## config.mk

```make
export PLATFORM = sky130hd
export DESIGN_NAME = asch_sched
export DESIGN_NICKNAME = d
export VERILOG_FILES = /design/src/core/asch_pkg.sv /design/src/core/asch_sched.sv /design/src/core/asch_fifo.sv
export SDC_FILE = /design/constraint.sdc
export NUM_CORES = 1
export LEC_CHECK = 0
export BUFFER_PORTS_ARGS = -buffer_cell sky130_fd_sc_hd__buf_4
export CAP_MARGIN = 20
export CELL_PAD_IN_SITES_DETAIL_PLACEMENT = 2
export CELL_PAD_IN_SITES_GLOBAL_PLACEMENT = 2
export CORE_MARGIN = 8
export CORE_UTILIZATION = 47
export DETAILED_ROUTE_END_ITERATION = 10
export GPL_TIMING_DRIVEN = 0
export PLACE_DENSITY = 0.93
export SLEW_MARGIN = 10
export SYNTH_ARGS = -nofsm -noshare
export SYNTH_HDL_FRONTEND = slang
export SYNTH_HIERARCHICAL = 1
export SYNTH_SLANG_ARGS = --single-unit
```

## constraint.sdc

```tcl
create_clock -name clk -period 15.4 [get_ports clk]
set_clock_uncertainty 0.2 [all_clocks]
set_input_delay 0.77 -clock clk [delete_from_list [all_inputs] [get_ports clk]]
set_output_delay 0.77 -clock clk [all_outputs]
set_load 0.05 [all_outputs]
```

## src/core/asch_pkg.sv

```systemverilog
// Shared constants, enumerations and carriers of the auto-send scheduler.
// Assumes a single 10 MHz clock and that all users import the whole package.
package asch_pkg;

   // ---------------------------------------------------------------
   // Timing
   // ---------------------------------------------------------------
   localparam int CLK_HZ = 10_000_000;
   localparam int TICK_MS = 1;
   localparam int MS_PER_S = 1000;
   localparam int S_PER_MIN = 60;
   localparam int TICK_CYCLES = CLK_HZ / MS_PER_S * TICK_MS;
   localparam int ACK_PHASE_MS = 100;
   localparam int ACK_FLASHES = 3;
   localparam int FIXED_RATE_HZ = 10;
   localparam int MAXR_SCALE_MS = 2000;

   // ---------------------------------------------------------------
   // Address and configuration values
   // ---------------------------------------------------------------
   localparam int ADDR_W = 9;
   localparam int VAL_W = 16;
   localparam logic [ADDR_W-1:0] ADDR_MIN = 9'h001;
   localparam logic [ADDR_W-1:0] ADDR_MAX = 9'h1f4;
   localparam logic [ADDR_W-1:0] ADDR_RATE_KEY = 9'h1f4;
   localparam logic [ADDR_W-1:0] ADDR_RST = 9'h001;
   localparam int BAUD_LOW = 9600;
   localparam int BAUD_HIGH = 230400;
   localparam logic [3:0] MAXR_MIN = 4'h1;
   localparam logic [3:0] MAXR_MAX = 4'ha;
   localparam logic [3:0] MAXR_RST = 4'h4;
   localparam logic [7:0] TMO_RST = 8'h00;
   localparam logic [7:0] KA_RST = 8'h00;

   typedef enum logic {
      ASCH_RATE_LOW = 1'b0,
      ASCH_RATE_HIGH = 1'b1
   } asch_rate_t;

   typedef enum logic [1:0] {
      ASCH_BTN_OFF = 2'b00,
      ASCH_BTN_SHORT = 2'b01,
      ASCH_BTN_LONG = 2'b10
   } asch_btn_t;

   typedef enum logic [2:0] {
      ASCH_OP_ADDR = 3'b000,
      ASCH_OP_RATE = 3'b001,
      ASCH_OP_MAXR = 3'b010,
      ASCH_OP_BTN = 3'b011,
      ASCH_OP_TMO = 3'b100,
      ASCH_OP_KA = 3'b101
   } asch_op_t;

   typedef enum logic {
      ASCH_ACK_IDLE = 1'b0,
      ASCH_ACK_RUN = 1'b1
   } asch_ack_t;

   // ---------------------------------------------------------------
   // Carriers
   // ---------------------------------------------------------------
   typedef struct packed {
      asch_op_t op;
      logic [15:0] arg;
   } asch_cmd_t;

   typedef struct packed {
      logic [ADDR_W-1:0] addr;
      logic keepalive;
      logic [VAL_W-1:0] value;
   } asch_tx_t;

   localparam int TX_W = $bits(asch_tx_t);

   // Least spacing in ms for a rate code in half-hertz steps.
   function automatic logic [11:0] asch_period_ms(input logic [3:0] code);
      logic [11:0] p;
      p = 12'(MAXR_SCALE_MS / 4);
      case (code)
         4'h1: p = 12'(MAXR_SCALE_MS / 1);
         4'h2: p = 12'(MAXR_SCALE_MS / 2);
         4'h3: p = 12'((MAXR_SCALE_MS + 2) / 3);
         4'h4: p = 12'(MAXR_SCALE_MS / 4);
         4'h5: p = 12'(MAXR_SCALE_MS / 5);
         4'h6: p = 12'((MAXR_SCALE_MS + 5) / 6);
         4'h7: p = 12'((MAXR_SCALE_MS + 6) / 7);
         4'h8: p = 12'(MAXR_SCALE_MS / 8);
         4'h9: p = 12'((MAXR_SCALE_MS + 8) / 9);
         4'ha: p = 12'(MAXR_SCALE_MS / 10);
         default: p = 12'(MAXR_SCALE_MS / 4);
      endcase
      return p;
   endfunction

endpackage

```

## src/core/asch_sched.sv

```systemverilog
// Auto-send scheduler of a gauge radio module: command intake, rate limit,
// keep-alive and inactivity exit. Assumes synchronous inputs on one clock.
`timescale 1ns/100ps
module asch_sched
   import asch_pkg::*;
#(
   parameter int MS_CYCLES = TICK_CYCLES,
   parameter bit FIXED_RATE = 1'b0,
   parameter int FIFO_DEPTH = 8
) (
   input wire logic clk,
   input wire logic resetn,
   input wire logic key_press,
   input wire logic cmd_valid,
   input wire asch_cmd_t cmd,
   input wire logic button_short,
   input wire logic button_long,
   input wire logic meas_valid,
   input wire logic [VAL_W-1:0] meas_value,
   output logic tx_valid,
   input wire logic tx_ready,
   output asch_tx_t tx_data,
   output logic [ADDR_W-1:0] sender_addr,
   output asch_rate_t radio_rate,
   output logic auto_mode,
   output logic cmd_reject,
   output logic green_led,
   output logic tone_on
);
   localparam int PW = $clog2(MS_CYCLES + 1);
   localparam logic [11:0] FIXED_PERIOD_MS = 12'(MS_PER_S / FIXED_RATE_HZ);
   localparam logic [11:0] SLOT_SAT = 12'hfff;
   localparam logic [13:0] IDLE_SAT = 14'h3fff;
   if (MS_CYCLES < 1 || FIFO_DEPTH < 2) begin : g_bad_param
      $error("asch_sched: MS_CYCLES must be positive and FIFO_DEPTH at least 2");
   end
   // ---------------------------------------------------------------
   // Time base
   // ---------------------------------------------------------------
   logic [PW-1:0] pre_q, pre_d;
   logic [9:0] ms_q, ms_d;
   logic ms_tick, s_tick;
   // Millisecond and second ticks shared by every timer below.
   always_comb begin
      ms_tick = pre_q == PW'(MS_CYCLES - 1);
      pre_d = ms_tick ? '0 : pre_q + 1'b1;
      s_tick = ms_tick && (ms_q == 10'(MS_PER_S - 1));
      ms_d = ms_tick ? (s_tick ? '0 : ms_q + 1'b1) : ms_q;
   end
   always_ff @(posedge clk or negedge resetn) begin
      if (!resetn) begin
         pre_q <= '0;
         ms_q <= '0;
      end else begin
         pre_q <= pre_d;
         ms_q <= ms_d;
      end
   end
   // ---------------------------------------------------------------
   // Command intake and configuration
   // ---------------------------------------------------------------
   logic armed_q, armed_d, rej_q, rej_d, cmd_take, cmd_ok;
   logic [ADDR_W-1:0] addr_q, addr_d;
   asch_rate_t rate_q, rate_d;
   logic [3:0] maxr_q, maxr_d;
   asch_btn_t btn_q, btn_d;
   logic [7:0] tmo_q, tmo_d, ka_q, ka_d;
   // A queued command only lands in the window opened by a data-key press;
   // a key press in the same cycle as a delivery keeps the window open.
   always_comb begin
      cmd_take = cmd_valid && armed_q;
      cmd_ok = 1'b0;
      armed_d = key_press ? 1'b1 : (cmd_take ? 1'b0 : armed_q);
      addr_d = addr_q;
      rate_d = rate_q;
      maxr_d = maxr_q;
      btn_d = btn_q;
      tmo_d = tmo_q;
      ka_d = ka_q;
      rej_d = 1'b0;
      if (cmd_take) begin
         case (cmd.op)
            ASCH_OP_ADDR: begin
               if (cmd.arg[15:ADDR_W] == '0 && cmd.arg[ADDR_W-1:0] >= ADDR_MIN &&
                   cmd.arg[ADDR_W-1:0] <= ADDR_MAX) begin
                  addr_d = cmd.arg[ADDR_W-1:0];
                  cmd_ok = 1'b1;
               end
            end
            ASCH_OP_RATE: begin
               if (addr_q == ADDR_RATE_KEY) begin
                  rate_d = asch_rate_t'(cmd.arg[0]);
                  cmd_ok = 1'b1;
               end
            end
            ASCH_OP_MAXR: begin
               if (cmd.arg[3:0] >= MAXR_MIN && cmd.arg[3:0] <= MAXR_MAX &&
                   cmd.arg[15:4] == '0) begin
                  maxr_d = cmd.arg[3:0];
                  cmd_ok = 1'b1;
               end
            end
            ASCH_OP_BTN: begin
               if (cmd.arg[1:0] != 2'h3) begin
                  btn_d = asch_btn_t'(cmd.arg[1:0]);
                  cmd_ok = 1'b1;
               end
            end
            ASCH_OP_TMO: begin
               tmo_d = cmd.arg[7:0];
               cmd_ok = 1'b1;
            end
            ASCH_OP_KA: begin
               ka_d = cmd.arg[7:0];
               cmd_ok = 1'b1;
            end
            default: cmd_ok = 1'b0;
         endcase
         rej_d = !cmd_ok;
      end
   end
   always_ff @(posedge clk or negedge resetn) begin
      if (!resetn) begin
         armed_q <= 1'b0;
         addr_q <= ADDR_RST;
         rate_q <= ASCH_RATE_LOW;
         maxr_q <= MAXR_RST;
         btn_q <= ASCH_BTN_OFF;
         tmo_q <= TMO_RST;
         ka_q <= KA_RST;
         rej_q <= 1'b0;
      end else begin
         armed_q <= armed_d;
         addr_q <= addr_d;
         rate_q <= rate_d;
         maxr_q <= maxr_d;
         btn_q <= btn_d;
         tmo_q <= tmo_d;
         ka_q <= ka_d;
         rej_q <= rej_d;
      end
   end
   // ---------------------------------------------------------------
   // Acknowledge sequencer
   // ---------------------------------------------------------------
   asch_ack_t ack_q, ack_d;
   logic [2:0] ph_q, ph_d;
   logic [6:0] pms_q, pms_d;
   logic led_q, led_d;
   always_comb begin
      ack_d = ack_q;
      ph_d = ph_q;
      pms_d = pms_q;
      case (ack_q)
         ASCH_ACK_IDLE: begin
            if (cmd_ok) begin
               ack_d = ASCH_ACK_RUN;
               ph_d = '0;
               pms_d = '0;
            end
         end
         ASCH_ACK_RUN: begin
            if (ms_tick) begin
               pms_d = pms_q + 1'b1;
               if (pms_q == 7'(ACK_PHASE_MS - 1)) begin
                  pms_d = '0;
                  ph_d = ph_q + 1'b1;
                  if (ph_q == 3'(2 * ACK_FLASHES - 1)) begin
                     ack_d = ASCH_ACK_IDLE;
                  end
               end
            end
         end
         default: ack_d = ASCH_ACK_IDLE;
      endcase
      led_d = (ack_d == ASCH_ACK_RUN) && !ph_d[0];
   end
   always_ff @(posedge clk or negedge resetn) begin
      if (!resetn) begin
         ack_q <= ASCH_ACK_IDLE;
         ph_q <= '0;
         pms_q <= '0;
         led_q <= 1'b0;
      end else begin
         ack_q <= ack_d;
         ph_q <= ph_d;
         pms_q <= pms_d;
         led_q <= led_d;
      end
   end
   // ---------------------------------------------------------------
   // Scheduler
   // ---------------------------------------------------------------
   logic auto_q, auto_d, pend_q, pend_d;
   logic [VAL_W-1:0] last_q, last_d;
   logic [11:0] slot_q, slot_d, period;
   logic [7:0] kas_q, kas_d;
   logic [13:0] idle_q, idle_d;
   logic changed, toggle, slot_ok, ka_due, tmo_due, send, fifo_ready;
   asch_tx_t push_word;
   // Slot, keep-alive and idle timers saturate so a long quiet spell is safe.
   always_comb begin
      changed = meas_valid && (meas_value != last_q);
      last_d = meas_valid ? meas_value : last_q;
      period = FIXED_RATE ? FIXED_PERIOD_MS : asch_period_ms(maxr_q);
      slot_ok = slot_q >= period;
      ka_due = (ka_q != '0) && (kas_q >= ka_q);
      tmo_due = (tmo_q != '0) && (idle_q >= 14'(tmo_q) * 14'(S_PER_MIN));
      toggle = (btn_q == ASCH_BTN_SHORT && button_short) ||
               (btn_q == ASCH_BTN_LONG && button_long);
      pend_d = pend_q || (auto_q && changed);
      send = auto_q && fifo_ready && slot_ok && (pend_q || ka_due) && !tmo_due;
      if (send && !(auto_q && changed)) begin
         pend_d = 1'b0;
      end
      auto_d = auto_q;
      if (toggle) begin
         auto_d = !auto_q;
      end else if (tmo_due) begin
         auto_d = 1'b0;
      end
      if (rate_q != ASCH_RATE_HIGH) begin
         auto_d = 1'b0;
      end
      if (!auto_d) begin
         pend_d = 1'b0;
      end
      slot_d = send ? '0 : ((ms_tick && slot_q != SLOT_SAT) ? slot_q + 1'b1 : slot_q);
      kas_d = send ? '0 : ((s_tick && kas_q != 8'hff) ? kas_q + 1'b1 : kas_q);
      idle_d = (changed || (auto_d && !auto_q)) ? '0 :
               ((s_tick && idle_q != IDLE_SAT) ? idle_q + 1'b1 : idle_q);
      push_word.addr = addr_q;
      push_word.keepalive = !pend_q;
      push_word.value = last_q;
   end
   always_ff @(posedge clk or negedge resetn) begin
      if (!resetn) begin
         auto_q <= 1'b0;
         pend_q <= 1'b0;
         last_q <= '0;
         slot_q <= SLOT_SAT;
         kas_q <= '0;
         idle_q <= '0;
      end else begin
         auto_q <= auto_d;
         pend_q <= pend_d;
         last_q <= last_d;
         slot_q <= slot_d;
         kas_q <= kas_d;
         idle_q <= idle_d;
      end
   end
   // Back-pressure from the radio side fills the FIFO; a send is held back only once it is full.
   asch_fifo #(.WIDTH(TX_W), .DEPTH(FIFO_DEPTH)) u_fifo (
      .clk(clk),
      .resetn(resetn),
      .in_valid(send),
      .in_ready(fifo_ready),
      .in_data(push_word),
      .out_valid(tx_valid),
      .out_ready(tx_ready),
      .out_data(tx_data)
   );
   assign sender_addr = addr_q;
   assign radio_rate = rate_q;
   assign auto_mode = auto_q;
   assign cmd_reject = rej_q;
   assign green_led = led_q;
   assign tone_on = led_q;
endmodule

```

## src/core/asch_fifo.sv

```systemverilog
// Small FIFO for outgoing values, with a registered head word.
// Assumes one clock; the drain side may hold ready low to stall.
`timescale 1ns/100ps
module asch_fifo
   import asch_pkg::*;
#(
   parameter int WIDTH = TX_W,
   parameter int DEPTH = 8
) (
   input wire logic clk,
   input wire logic resetn,
   input wire logic in_valid,
   output logic in_ready,
   input wire logic [WIDTH-1:0] in_data,
   output logic out_valid,
   input wire logic out_ready,
   output logic [WIDTH-1:0] out_data
);
   localparam int AW = $clog2(DEPTH);

   if (DEPTH < 2 || (1 << AW) != DEPTH || WIDTH < 1) begin : g_bad_param
      $error("asch_fifo: DEPTH must be a power of two of at least 2");
   end

   logic [WIDTH-1:0] mem [DEPTH];
   logic [AW-1:0] wr_q, wr_d, rd_q, rd_d;
   logic [AW:0] cnt_q, cnt_d;
   logic ov_q, ov_d;
   logic [WIDTH-1:0] od_q, od_d;
   logic push, pop;

   // The head register refills from storage whenever it is empty or taken.
   always_comb begin
      push = in_valid && in_ready;
      pop = (cnt_q != '0) && (!ov_q || out_ready);
      wr_d = push ? wr_q + 1'b1 : wr_q;
      rd_d = pop ? rd_q + 1'b1 : rd_q;
      cnt_d = cnt_q + (AW+1)'(push) - (AW+1)'(pop);
      ov_d = ov_q && !out_ready;
      od_d = od_q;
      if (pop) begin
         ov_d = 1'b1;
         od_d = mem[rd_q];
      end
   end

   always_ff @(posedge clk or negedge resetn) begin
      if (!resetn) begin
         wr_q <= '0;
         rd_q <= '0;
         cnt_q <= '0;
         ov_q <= 1'b0;
         od_q <= '0;
      end else begin
         wr_q <= wr_d;
         rd_q <= rd_d;
         cnt_q <= cnt_d;
         ov_q <= ov_d;
         od_q <= od_d;
      end
   end

   // Storage needs no reset; only words behind the count are ever read.
   always_ff @(posedge clk) begin
      if (push) begin
         mem[wr_q] <= in_data;
      end
   end

   assign in_ready = cnt_q != (AW+1)'(DEPTH);
   assign out_valid = ov_q;
   assign out_data = od_q;
endmodule

```

==> run metrics, run 1 <==
library cells used by synthesis 74; failing checks hold timing; Tot GR Track Use 30.1%; drt first pass iters 5; vias in the first global route 14400; arrival time at the worst endpoint 8.50 ns; Syn Std Cell Area 0.0174 mm²; Final GP Congestion 0.782; Ys Warns 6; clock slew at reported path FFs 0.06 ns; ys flop type edfxtp_1; area of the multi-input gates 0.00662 mm²; Hold Buf Count CTS 0; worst hold path type in -> async; nets 1581; via/cell ratio 6.35; Post-Route WL 65.5 mm; Startpoint Class flip-flop; DR WL/cell 33.6 µm; vias post-DR 12400; post-CTS setup buffer count 0; Place WS 7.22 ns; Critical-path top delay cell nor3_2; Crit. End Element flip-flop; maximum VDD drop 0.112 mV; clk buf depth 3; DRT iter0 DRCs 751; Min Clock Period, post-route 8.41 ns; Die ar. 0.0435 mm²; actual slew at the worst max-slew pin 1.10 ns; pin count of the biggest net entering global routing 85; highest clock rate 119 MHz; Die W 209 µm; outcome complete, but fails checks; Top Family by Delay on Critical Path simple AND/OR/NAND/NOR gates; hold slack -0.00710 ns; Net Count, Synth 1445; PwrDens 169 mW/mm²; Internal 2.13 mW; delay of the slowest critical-path stage 0.90 ns; Final Slew Violations 0; clk sinks 367; first-pass GRT wire length 98.1 mm; I/O pin count 84; # Max-Cap Violations 0; total grt overflow 0; register area share after synthesis 58.7%; synthesis-stage register bit count 367; Worst Setup Slack, final 6.99 ns; H-tree levels 2; cells on worst reg2reg path 22; die span in y 209 µm; CTS tree done; Comb pwr share 35.2%; initial core utilization 47.6%; worst r2r src tmo_q[2]$_DFFE_PN0P_; CTS Root Cell clkbuf_16; reg2reg end u_fifo/mem[1][10]$_DFFE_PP_; Buf+Inv Stages, Crit Path 6; Switching Fraction 37.9%; # resized after CTS 0; antenna violations before repair 0; FF-to-FF setup slack 6.99 ns; Flop pwr share 34.8%; crit-path max FO 13; sequence of cells on the critical path inv_1 -> fa_1 -> fa_1 -> inv_1 -> ha_1 -> inv_1 -> o21ai_0 -> a2111oi_0 -> o31ai_1 -> a21oi_1 -> xor2_1 -> ha_1 -> a21oi_1 -> o21ai_0 -> nor3_1 -> a21oi_1 -> nor4_1 -> clkbuf_1 -> nand3_1 -> nor3_2 -> buf_4 -> buf_6; clk_lat worst skew 0.60 ns; RSZ-0062 raised after global routing no; setup TNS 0 ns; Residual DRC 0; Area Growth Syn to Fin 16.3%; Core ar. 0.0366 mm²; final period utilization 54.6%; Filler cells 3330; P_sw 1.30 mW; Hold Fails Final Rpt 2; num rows 70; DP HPWL 40.1 mm; Worst Path Required 15.49 ns; synthesized instance count 1316; asr flop ratio synth 43.3%; Final Setup Violations 0; post-route ant nets 0; # diodes 0; PortBufs 80; number of enable flip-flop cells after synthesis 208; register area 0.0102 mm²; proportion of layout cells with a drive suffix above 1 23.2%; critical path class reg -> reg; syn_area_per_cell 13.2 µm²; Lkg Pwr 8.05 nW; total CTS buffers 41; Clk network pwr share 30.0%; Rel. slew slack 25.9%
[per-layer routing]
layer / vias to the layer above / GRT usage [%] / wire [µm]
met4: 0 / 14.3 / 3110
met2: 481 / 56.1 / 35100
met5: - / 0 / 0
met1: 6602 / 33.2 / 24300
li1: 5131 / - / -
met3: 189 / 4.41 / 3010
[cell usage after synthesis (22+ instances only)]
master / instances / area, µm²
nor2_1: 79 / 297
a21oi_1: 24 / 120
o22ai_1: 27 / 169
nand2_1: 75 / 282
inv_1: 56 / 210
o21ai_0: 63 / 315
xor2_1: 53 / 464
mux2_2: 91 / 1020
nand3_1: 32 / 160
dfrtp_1: 145 / 3630
edfxtp_1: 208 / 6250
o31ai_2: 23 / 288
a22o_1: 28 / 245
mux2i_1: 58 / 581
ha_1: 72 / 901
nand4_1: 26 / 163
clkbuf_1: 22 / 82.6
[power by group through the flow]
stage | clock network, mW | registers [mW] | logic, mW
2_1_floorplan | 0 | 1.29 | 0.666
3_3_place_gp | 0 | 1.19 | 1.05
3_5_place_dp | 0 | 1.20 | 1.14
4_1_cts | 1.04 | 1.19 | 1.20
5_1_grt | 1.06 | 1.20 | 1.28
6_report | 1.03 | 1.19 | 1.21
[registers in the layout, summed over array words and instances, names as in the netlist, 2 cells and up]
signal and flops:
btn_q 2, idle_q 14, ka_q 8, kas_q 8
last_q 16, maxr_q 4, ms_q 10, ph_q 3
pms_q 7, pre_q 14, sender_addr 9, slot_q 12
tmo_q 8, u_fifo/cnt_q 4, u_fifo/mem 208, u_fifo/out_data 26
u_fifo/rd_q 3, u_fifo/wr_q 3
[worst register-to-register path, cell delays in order (launching register included)]
cell       delay, ns
dfrtp_1         0.49
inv_1           0.16
fa_1            0.52
fa_1            0.55
inv_1           0.05
ha_1            0.34
inv_1           0.11
o21ai_0         0.14
a2111oi_0       0.63
o31ai_1         0.16
a21oi_1         0.20
xor2_1          0.23
ha_1            0.30
a21oi_1         0.20
o21ai_0         0.21
nor3_1          0.18
a21oi_1         0.15
nor4_1          0.75
clkbuf_1        0.64
nand3_1         0.51
nor3_2          0.90
buf_4           0.31
buf_6           0.20
[layout make-up]
cell class	count	area share [%]
flip-flops and latches	367	50.5
multi-input cells	833	32.6
clock buffers	52	5.46
repair buffers	93	4.21
well taps	468	2.89
plain buffers	59	2.04
clock inverters	24	1.23
inverters	57	1.05
[layout by cell type (no fill, tap or decap), types with 5 or more instances in the layout]
master	Yosys	layout
clkinv_2	0	7
nor2_4	0	6
fa_1	14	14
nor2b_1	7	7
nand2_1	75	75
nor2_1	79	73
nor3_1	15	13
xnor2_1	18	18
edfxtp_1	208	208
o22ai_1	27	27
o31ai_2	23	23
a31oi_1	5	5
a21o_1	8	8
nand3_1	32	32
buf_4	13	96
o21ai_0	63	63
nor4_1	12	12
and3_1	16	16
dfrtp_1	145	145
buf_6	9	11
a22o_1	28	28
buf_16	0	7
mux2_2	91	91
a211oi_1	5	5
nand4_1	26	26
inv_1	56	56
clkbuf_1	22	29
a21oi_1	24	24
dfstp_2	14	14
mux2i_1	58	58
xor2_1	53	53
nand2b_1	9	9
clkinv_1	0	7
ha_1	72	72
clkbuf_8	1	5
o31ai_1	9	9
clkbuf_16	0	41
buf_2	8	8
[cell families (layout without fill, tap and decap cells)]
family                   after synthesis  after routing  synth area share (%)
AO/OA/AOI/OAI                        214            214                  8.88
multiplexers                         150            150                  9.27
flip-flops                           367            367                  58.7
buffers and inverters                116            285                  3.60
AND/OR/NAND/NOR                      312            312                  9.16
XOR/XNOR                              71             71                  3.57
adder cells (fa/ha/maj)               86             86                  6.77
[metrics by stage]
stage | utilization [%] | total power [mW] | hold WS, ns | cells | area [µm²]
3_3_place_gp | 50.9 | 2.23 | 0.270 | 1864 | 18600
5_1_grt | 55.4 | 3.54 | 0.0467 | 1953 | 20300
4_1_cts | 55.4 | 3.43 | 0.0433 | 1953 | 20300
2_1_floorplan | - | 1.96 | 0.255 | 1316 | 17400
3_5_place_dp | 51.7 | 2.34 | 0.286 | 1877 | 18900
6_report | 55.4 | 3.42 | -0.00710 | 1953 | 20300
[how the worst max path moves through the flow]
stage	to	start	slack, ns	cells past startpoint
after global placement	u_fifo/mem[1][10]$_DFFE_PP_	tmo_q[5]$_DFFE_PN0P_	5.27	19
after CTS	u_fifo/mem[1][23]$_DFFE_PP_	tmo_q[2]$_DFFE_PN0P_	7.09	22
after floorplan	u_fifo/mem[1][0]$_DFFE_PP_	tmo_q[5]$_DFFE_PN0P_	8.19	19
after detailed placement	u_fifo/mem[1][10]$_DFFE_PP_	tmo_q[2]$_DFFE_PN0P_	7.22	22
final	u_fifo/mem[1][10]$_DFFE_PP_	tmo_q[2]$_DFFE_PN0P_	6.99	22
after global routing	u_fifo/mem[1][23]$_DFFE_PP_	tmo_q[5]$_DFFE_PN0P_	6.44	21
No activity file was read; power rests on OpenSTA's default activity.
==> inputs of run 2 (changes only) <==
--- a/config.mk
+++ b/config.mk
@@ -5,15 +5,16 @@
 export SDC_FILE = /design/constraint.sdc
 export NUM_CORES = 1
 export LEC_CHECK = 0
+export ABC_AREA = 1
 export BUFFER_PORTS_ARGS = -buffer_cell sky130_fd_sc_hd__buf_4
 export CAP_MARGIN = 20
 export CELL_PAD_IN_SITES_DETAIL_PLACEMENT = 2
 export CELL_PAD_IN_SITES_GLOBAL_PLACEMENT = 2
 export CORE_MARGIN = 8
-export CORE_UTILIZATION = 47
+export CORE_UTILIZATION = 40
 export DETAILED_ROUTE_END_ITERATION = 10
 export GPL_TIMING_DRIVEN = 0
-export PLACE_DENSITY = 0.93
+export PLACE_DENSITY = 0.89
 export SLEW_MARGIN = 10
 export SYNTH_ARGS = -nofsm -noshare
 export SYNTH_HDL_FRONTEND = slang
==> constraint.sdc (replaced) <==
create_clock -name clk -period 8 [get_ports clk]
set_clock_uncertainty 0.2 [all_clocks]
set_input_delay 0.4 -clock clk [delete_from_list [all_inputs] [get_ports clk]]
set_output_delay 0.4 -clock clk [all_outputs]
set_load 0.05 [all_outputs]
==> run metrics, run 2 <==
outcome finished clean; RSZ-0062 raised after global routing no; clk sinks 367; Hold Fails Final Rpt 0; register area share after synthesis 55.1%; DRT iter0 DRCs 1073; proportion of layout cells with a drive suffix above 1 12.7%; clock slew at reported path FFs 0.06 ns; # Max-Cap Violations 0; Worst Hold Depth 3; Largest Register u_fifo/mem; max reg flops 208; Lkg Pwr 10.1 nW; antenna violations before repair 0; leading area contributor after synthesis edfxtp_1; pin count of the biggest net entering global routing 94; delay of the slowest critical-path stage 0.75 ns; most frequent cell after synthesis nand2_1; clk buf depth 3; most common cell after layout, fill and taps aside nand2_1; Final Power 6.66 mW; FF-to-FF setup slack 1.05 ns; most used cell, CP nand2_1; first-pass GRT wire length 119 mm; Final GP Congestion 0.786; worst hold path type in -> reg; # resized after CTS 0; DP HPWL 46.9 mm; Top Family by Delay on Critical Path simple AND/OR/NAND/NOR gates; Crit. End Element flip-flop; H-tree levels 2; die span in y 232 µm; Net Count, Synth 2132; Worst path depth 22; Die W 232 µm; post-CTS setup buffer count 0; Final Setup Violations 0; crit-path max FO 15; Area Growth Syn to Fin 17.2%; most frequent cells in the layout nand2_1 (520), inv_1 (318), nand3_1 (227), edfxtp_1 (208), dfrtp_1 (145); # diodes 0; area of placed instances 0.0203 mm²; worst r2r src tmo_q[0]$_DFFE_PN0P_; PortBufs 83; mux contribution to synthesized area 0.788%; Post-Synth XOR/XNOR Area 2.83%; nets 2288; Ys Warns 6; Post-Place Cells 2702; Min-Delay Endpoint maxr_q[2]$_DFFE_PN1P_; vias post-DR 15800; PwrDens 306 mW/mm²; initial core utilization 40.3%; HP Start cmd[2]; arrival time at the worst endpoint 7.03 ns; library cells used by synthesis 48; Rel. slew slack 22.9%; fin area 0.0218 mm²; actual slew at the worst max-slew pin 1.16 ns; total grt overflow 0; maximum VDD drop 0.172 mV; Compound-Gate Fraction of Synth Area 3.58%; DR WL/cell 27.9 µm; via/cell ratio 5.63; num rows 79; register area 0.0102 mm²; Worst Path Required 8.09 ns; Post-Route WL 78.1 mm; adder-cell share of the synthesized area 6.36%; Syn Std Cell Area 0.0186 mm²; hold slack 0.0361 ns; ys flop type edfxtp_1; Final Slew Violations 0; Core ar. 0.0462 mm²; vias in the first global route 18600; sequence of cells on the critical path fa_1 -> fa_1 -> inv_1 -> fa_1 -> o21ai_0 -> a21oi_1 -> o21ai_0 -> xor2_1 -> ha_1 -> nand3_1 -> nor2_1 -> nand2_1 -> nand2_1 -> nand2_1 -> nand3_2 -> inv_2 -> buf_2 -> nand2_1 -> inv_1 -> nand2_1 -> nor2_4 -> buf_16; total CTS buffers 42; drt first pass iters 5; Die ar. 0.0536 mm²; Min Clock Period, post-route 6.95 ns; Tot GR Track Use 29.0%; Critical-path top delay cell nor2_4; highest clock rate 144 MHz; Residual DRC 0; number of enable flip-flop cells after synthesis 208; Hold Buf Count CTS 20; final cell count without fillers 2798; syn_area_per_cell 9.28 µm²; Filler cells 4842; Synth area leaders edfxtp_1 (34%), dfrtp_1 (20%), nand2_1 (11%); clk_lat worst skew 0.59 ns; setup TNS 0 ns; synthesized instance count 2003; largest family of logic cells by synthesized area simple AND/OR/NAND/NOR gates; synthesis-stage register bit count 367; Yosys top cell area share 33.6%; Startpoint Class flip-flop; Core Util, Final 47.2%; area of the multi-input gates 0.00673 mm²; Synth top cells by count nand2_1 (520), inv_1 (318), nand3_1 (227); asr flop ratio synth 43.3%; final period utilization 86.8%; critical path class reg -> reg; reg2reg end u_fifo/mem[5][11]$_DFFE_PP_; CTS tree done; Worst Setup Slack, final 1.05 ns; cells on worst reg2reg path 22; Place WS 1.30 ns; Post-Synth Simple-Gate Area 22.3%; CTS Root Cell clkbuf_16; I/O pin count 84; post-route ant nets 0; Buf+Inv Stages, Crit Path 5
-- run 2: cell types whose count changed in the layout (fill, tap and decap cells not counted), sizes merged, moves of 15 or more --
| cell | before | now |
|---|---|---|
| dlygate4sd3 | 0 | 20 |
| inv | 59 | 334 |
| mux2i | 58 | 0 |
| a22o | 28 | 0 |
| nor2 | 81 | 116 |
| a21oi | 24 | 41 |
| o31ai | 32 | 0 |
| nand2 | 75 | 527 |
| mux2 | 92 | 13 |
| and3 | 19 | 1 |
| nand3 | 32 | 228 |
| o22ai | 27 | 5 |
| buf | 129 | 144 |
-- run 2: final cells by class --
cell class / instances / area share (%)
multi-input combinational: 1235 / 30.9
tap: 607 / 3.49
sequential: 367 / 47.1
clock inverter: 18 / 0.661
inverter: 335 / 5.81
clock buffer: 58 / 5.33
timing repair buffer: 112 / 4.89
buffer: 66 / 1.86
-- run 2: cell families after synthesis --
group / count (synthesis)
compound gates: 120
buf+inv: 401
simple gates: 956
xor+xnor: 60
mux: 13
fa+ha+maj: 86
flops: 367
-- run 2: worst max-delay path by stage --
stage	startpoint	endpoint
final	tmo_q[0]$_DFFE_PN0P_	u_fifo/mem[5][11]$_DFFE_PP_
after global routing	tmo_q[2]$_DFFE_PN0P_	u_fifo/mem[5][11]$_DFFE_PP_
after CTS	tmo_q[0]$_DFFE_PN0P_	u_fifo/mem[5][11]$_DFFE_PP_
after detailed placement	tmo_q[0]$_DFFE_PN0P_	u_fifo/mem[5][7]$_DFFE_PP_
after global placement	tmo_q[2]$_DFFE_PN0P_	u_fifo/mem[4][6]$_DFFE_PP_
after floorplan	tmo_q[3]$_DFFE_PN0P_	u_fifo/mem[0][0]$_DFFE_PP_
-- run 2: power breakdown --
group,switching (mW),internal (mW)
registers,0.134,2.13
logic,1.74,0.718
clock network,0.883,1.06
total,2.76,3.90
-- run 2: worst register-to-register path: cells and delay by family, from the launching register on --
| family | cells | cell delay [ns] |
|---|---|---|
| AND/OR/NAND/NOR | 9 | 2.10 |
| adder cells (fa/ha/maj) | 4 | 1.79 |
| buffers and inverters | 5 | 1.12 |
| AO/OA/AOI/OAI | 3 | 0.78 |
| flip-flops | 1 | 0.47 |
| XOR/XNOR | 1 | 0.20 |
-- run 2: routing by layer --
layer / vias to the layer above / routed length [µm] / GRT usage, %
met5: - / 0 / 0
met1: 8152 / 29400 / 32.1
met3: 230 / 3710 / 4.60
met4: 0 / 3650 / 13.5
met2: 609 / 41300 / 53.9
li1: 6760 / - / -
==> inputs of run 3 (changes only) <==
--- a/config.mk
+++ b/config.mk
@@ -10,11 +10,13 @@
 export CAP_MARGIN = 20
 export CELL_PAD_IN_SITES_DETAIL_PLACEMENT = 2
 export CELL_PAD_IN_SITES_GLOBAL_PLACEMENT = 2
+export CORE_ASPECT_RATIO = 0.6
 export CORE_MARGIN = 8
 export CORE_UTILIZATION = 40
 export DETAILED_ROUTE_END_ITERATION = 10
 export GPL_TIMING_DRIVEN = 0
 export PLACE_DENSITY = 0.89
+export RECOVER_POWER = 50
 export SLEW_MARGIN = 10
 export SYNTH_ARGS = -nofsm -noshare
 export SYNTH_HDL_FRONTEND = slang
==> run metrics, run 3 (synthesized netlist as in run 2, its figures left out) <==
nets 2283; clk buf depth 3; fin area 0.0217 mm²; Min-Delay Endpoint ka_q[5]$_DFFE_PN0P_; total grt overflow 0; Hold Fails Final Rpt 0; Startpoint Class flip-flop; Tot GR Track Use 29.7%; P_sw 2.83 mW; most frequent cells in the layout nand2_1 (520), inv_1 (319), nand3_1 (227), edfxtp_1 (208), dfrtp_1 (145); Rel. slew slack -145%; failing checks capacitance limit, slew limit; antenna violations before repair 1; worst hold path type in -> reg; reg2reg end u_fifo/mem[1][13]$_DFFE_PP_; vias in the first global route 18400; final period utilization 90.0%; crit-path max FO 14; FF-to-FF setup slack 0.80 ns; CTS tree done; clk sinks 367; Worst Path Required 8.04 ns; arrival time at the worst endpoint 7.25 ns; Die ar. 0.0538 mm²; Post-Place Cells 2725; Final Slew Violations 162; RSZ-0062 raised after global routing no; total CTS buffers 39; most common cell after layout, fill and taps aside nand2_1; DP HPWL 48.6 mm; worst setup path start tmo_q[3]$_DFFE_PN0P_; CTS Root Cell clkbuf_16; final cell count without fillers 2815; Lkg Pwr 10.0 nW; max reg flops 208; Filler cells 4928; Min Clock Period, post-route 7.20 ns; PortBufs 83; Post-Route WL 80.6 mm; vias post-DR 16000; # Max-Cap Violations 2; post-route ant nets 0; initial core utilization 40.3%; Core ar. 0.0461 mm²; Internal 3.91 mW; I/O pin count 84; actual slew at the worst max-slew pin 3.68 ns; Final Setup Violations 0; Area Growth Syn to Fin 16.6%; pin count of the biggest net entering global routing 100; setup TNS 0 ns; DRT iter0 DRCs 1561; Die W 294 µm; Switching Fraction 42.0%; highest clock rate 139 MHz; area of the multi-input gates 0.00672 mm²; maximum VDD drop 0.143 mV; first-pass GRT wire length 121 mm; Flop pwr share 33.4%; Final GP Congestion 0.826; via/cell ratio 5.70; area of placed instances 0.0203 mm²; # diodes 0; DR WL/cell 28.6 µm; Worst Hold Depth 3; Comb pwr share 38.1%; clk_lat worst skew 0.56 ns; worst r2r src tmo_q[3]$_DFFE_PN0P_; Crit. End Element flip-flop; Largest Register u_fifo/mem; cells on worst reg2reg path 24; die span in y 183 µm; register area 0.0102 mm²; H-tree levels 2; outcome complete, but fails checks; PwrDens 311 mW/mm²; num rows 61; proportion of layout cells with a drive suffix above 1 12.2%; drt first pass iters 5; Residual DRC 0; Clk network pwr share 28.5%; HP Start cmd[5]; clock slew at reported path FFs 0.08 ns; critical path class reg -> reg
[run 3: cell types whose count changed in the layout (fill, tap and decap cells not counted), moves of 2 or more]
cell,before,now
clkbuf_1,25,33
clkinv_1,8,4
buf_16,7,4
buf_12,2,4
clkinv_4,2,0
dlygate4sd3_1,20,18
[run 3: layout make-up]
type                    instances  share of cell area (%)
flip-flops and latches        367                    47.3
inverters                     335                    5.84
multi-input cells            1235                    31.0
well taps                     630                    3.64
clock inverters                10                   0.520
plain buffers                  66                    1.87
clock buffers                  62                    5.28
repair buffers                110                    4.57
[run 3: critical path, cell delays in order (launching register included)]
cell and delay, ns:
dfrtp_1 0.46, inv_1 0.25, fa_1 0.50, fa_1 0.54, inv_1 0.06, ha_1 0.38, nand2_1 0.08, o21ai_0 0.46
a21oi_1 0.15, o21ai_0 0.23, xor2_1 0.24, ha_1 0.27, nand3_1 0.11, a21oi_1 0.05, nor2_1 0.10, nand2_1 0.09
nand2_1 0.27, nand3_2 0.24, inv_2 0.24, buf_2 0.34, nand2_1 0.21, inv_1 0.18, nand2_1 0.29, nor2_4 0.69
buf_16 0.25
[run 3: through the flow]
step                power, mW  utilization [%]  hold slack, ns  setup slack [ns]
floorplan                3.72                -         -0.0956              2.05
global placement         4.40             43.4           0.256           -0.0869
detailed placement       4.61             44.0           0.175              1.26
CTS                      6.67             47.1         0.00493              1.10
global route             6.98             47.0          0.0411             0.587
finish                   6.74             47.0          0.0325             0.797
[run 3: what timing repair did]
item / 4_1_cts / 5_1_grt
hold endpoints to repair: 77 / 0
gates resized for setup: 0 / 0
buffers inserted: 0 / 0
hold buffers: 18 / 0
[run 3: metal layers]
| metal | track usage [%] | wire length [µm] | vias to the layer above |
|---|---|---|---|
| li1 | - | - | 6746 |
| met1 | 37.2 | 32600 | 8292 |
| met2 | 49.4 | 38200 | 731 |
| met3 | 6.30 | 5780 | 272 |
| met4 | 13.4 | 4020 | 2 |
| met5 | 0 | 13 | - |
[run 3: worst max-delay path by stage]
stage | endpoint | slack [ns] | depth (start not counted)
finish | u_fifo/mem[1][13]$_DFFE_PP_ | 0.80 | 24
global route | u_fifo/mem[1][13]$_DFFE_PP_ | 0.59 | 24
global placement | u_fifo/mem[0][11]$_DFFE_PP_ | -0.09 | 24
floorplan | u_fifo/mem[0][0]$_DFFE_PP_ | 2.05 | 24
detailed placement | u_fifo/mem[1][9]$_DFFE_PP_ | 1.26 | 24
CTS | u_fifo/mem[1][13]$_DFFE_PP_ | 1.10 | 24
[run 3: power by group through the flow]
stage               Combinational (mW)  Sequential [mW]  Clock [mW]
floorplan                         1.25             2.47           0
global placement                  2.14             2.26           0
detailed placement                2.34             2.27           0
CTS                               2.51             2.25        1.92
global route                      2.71             2.26        2.00
finish                            2.56             2.25        1.92
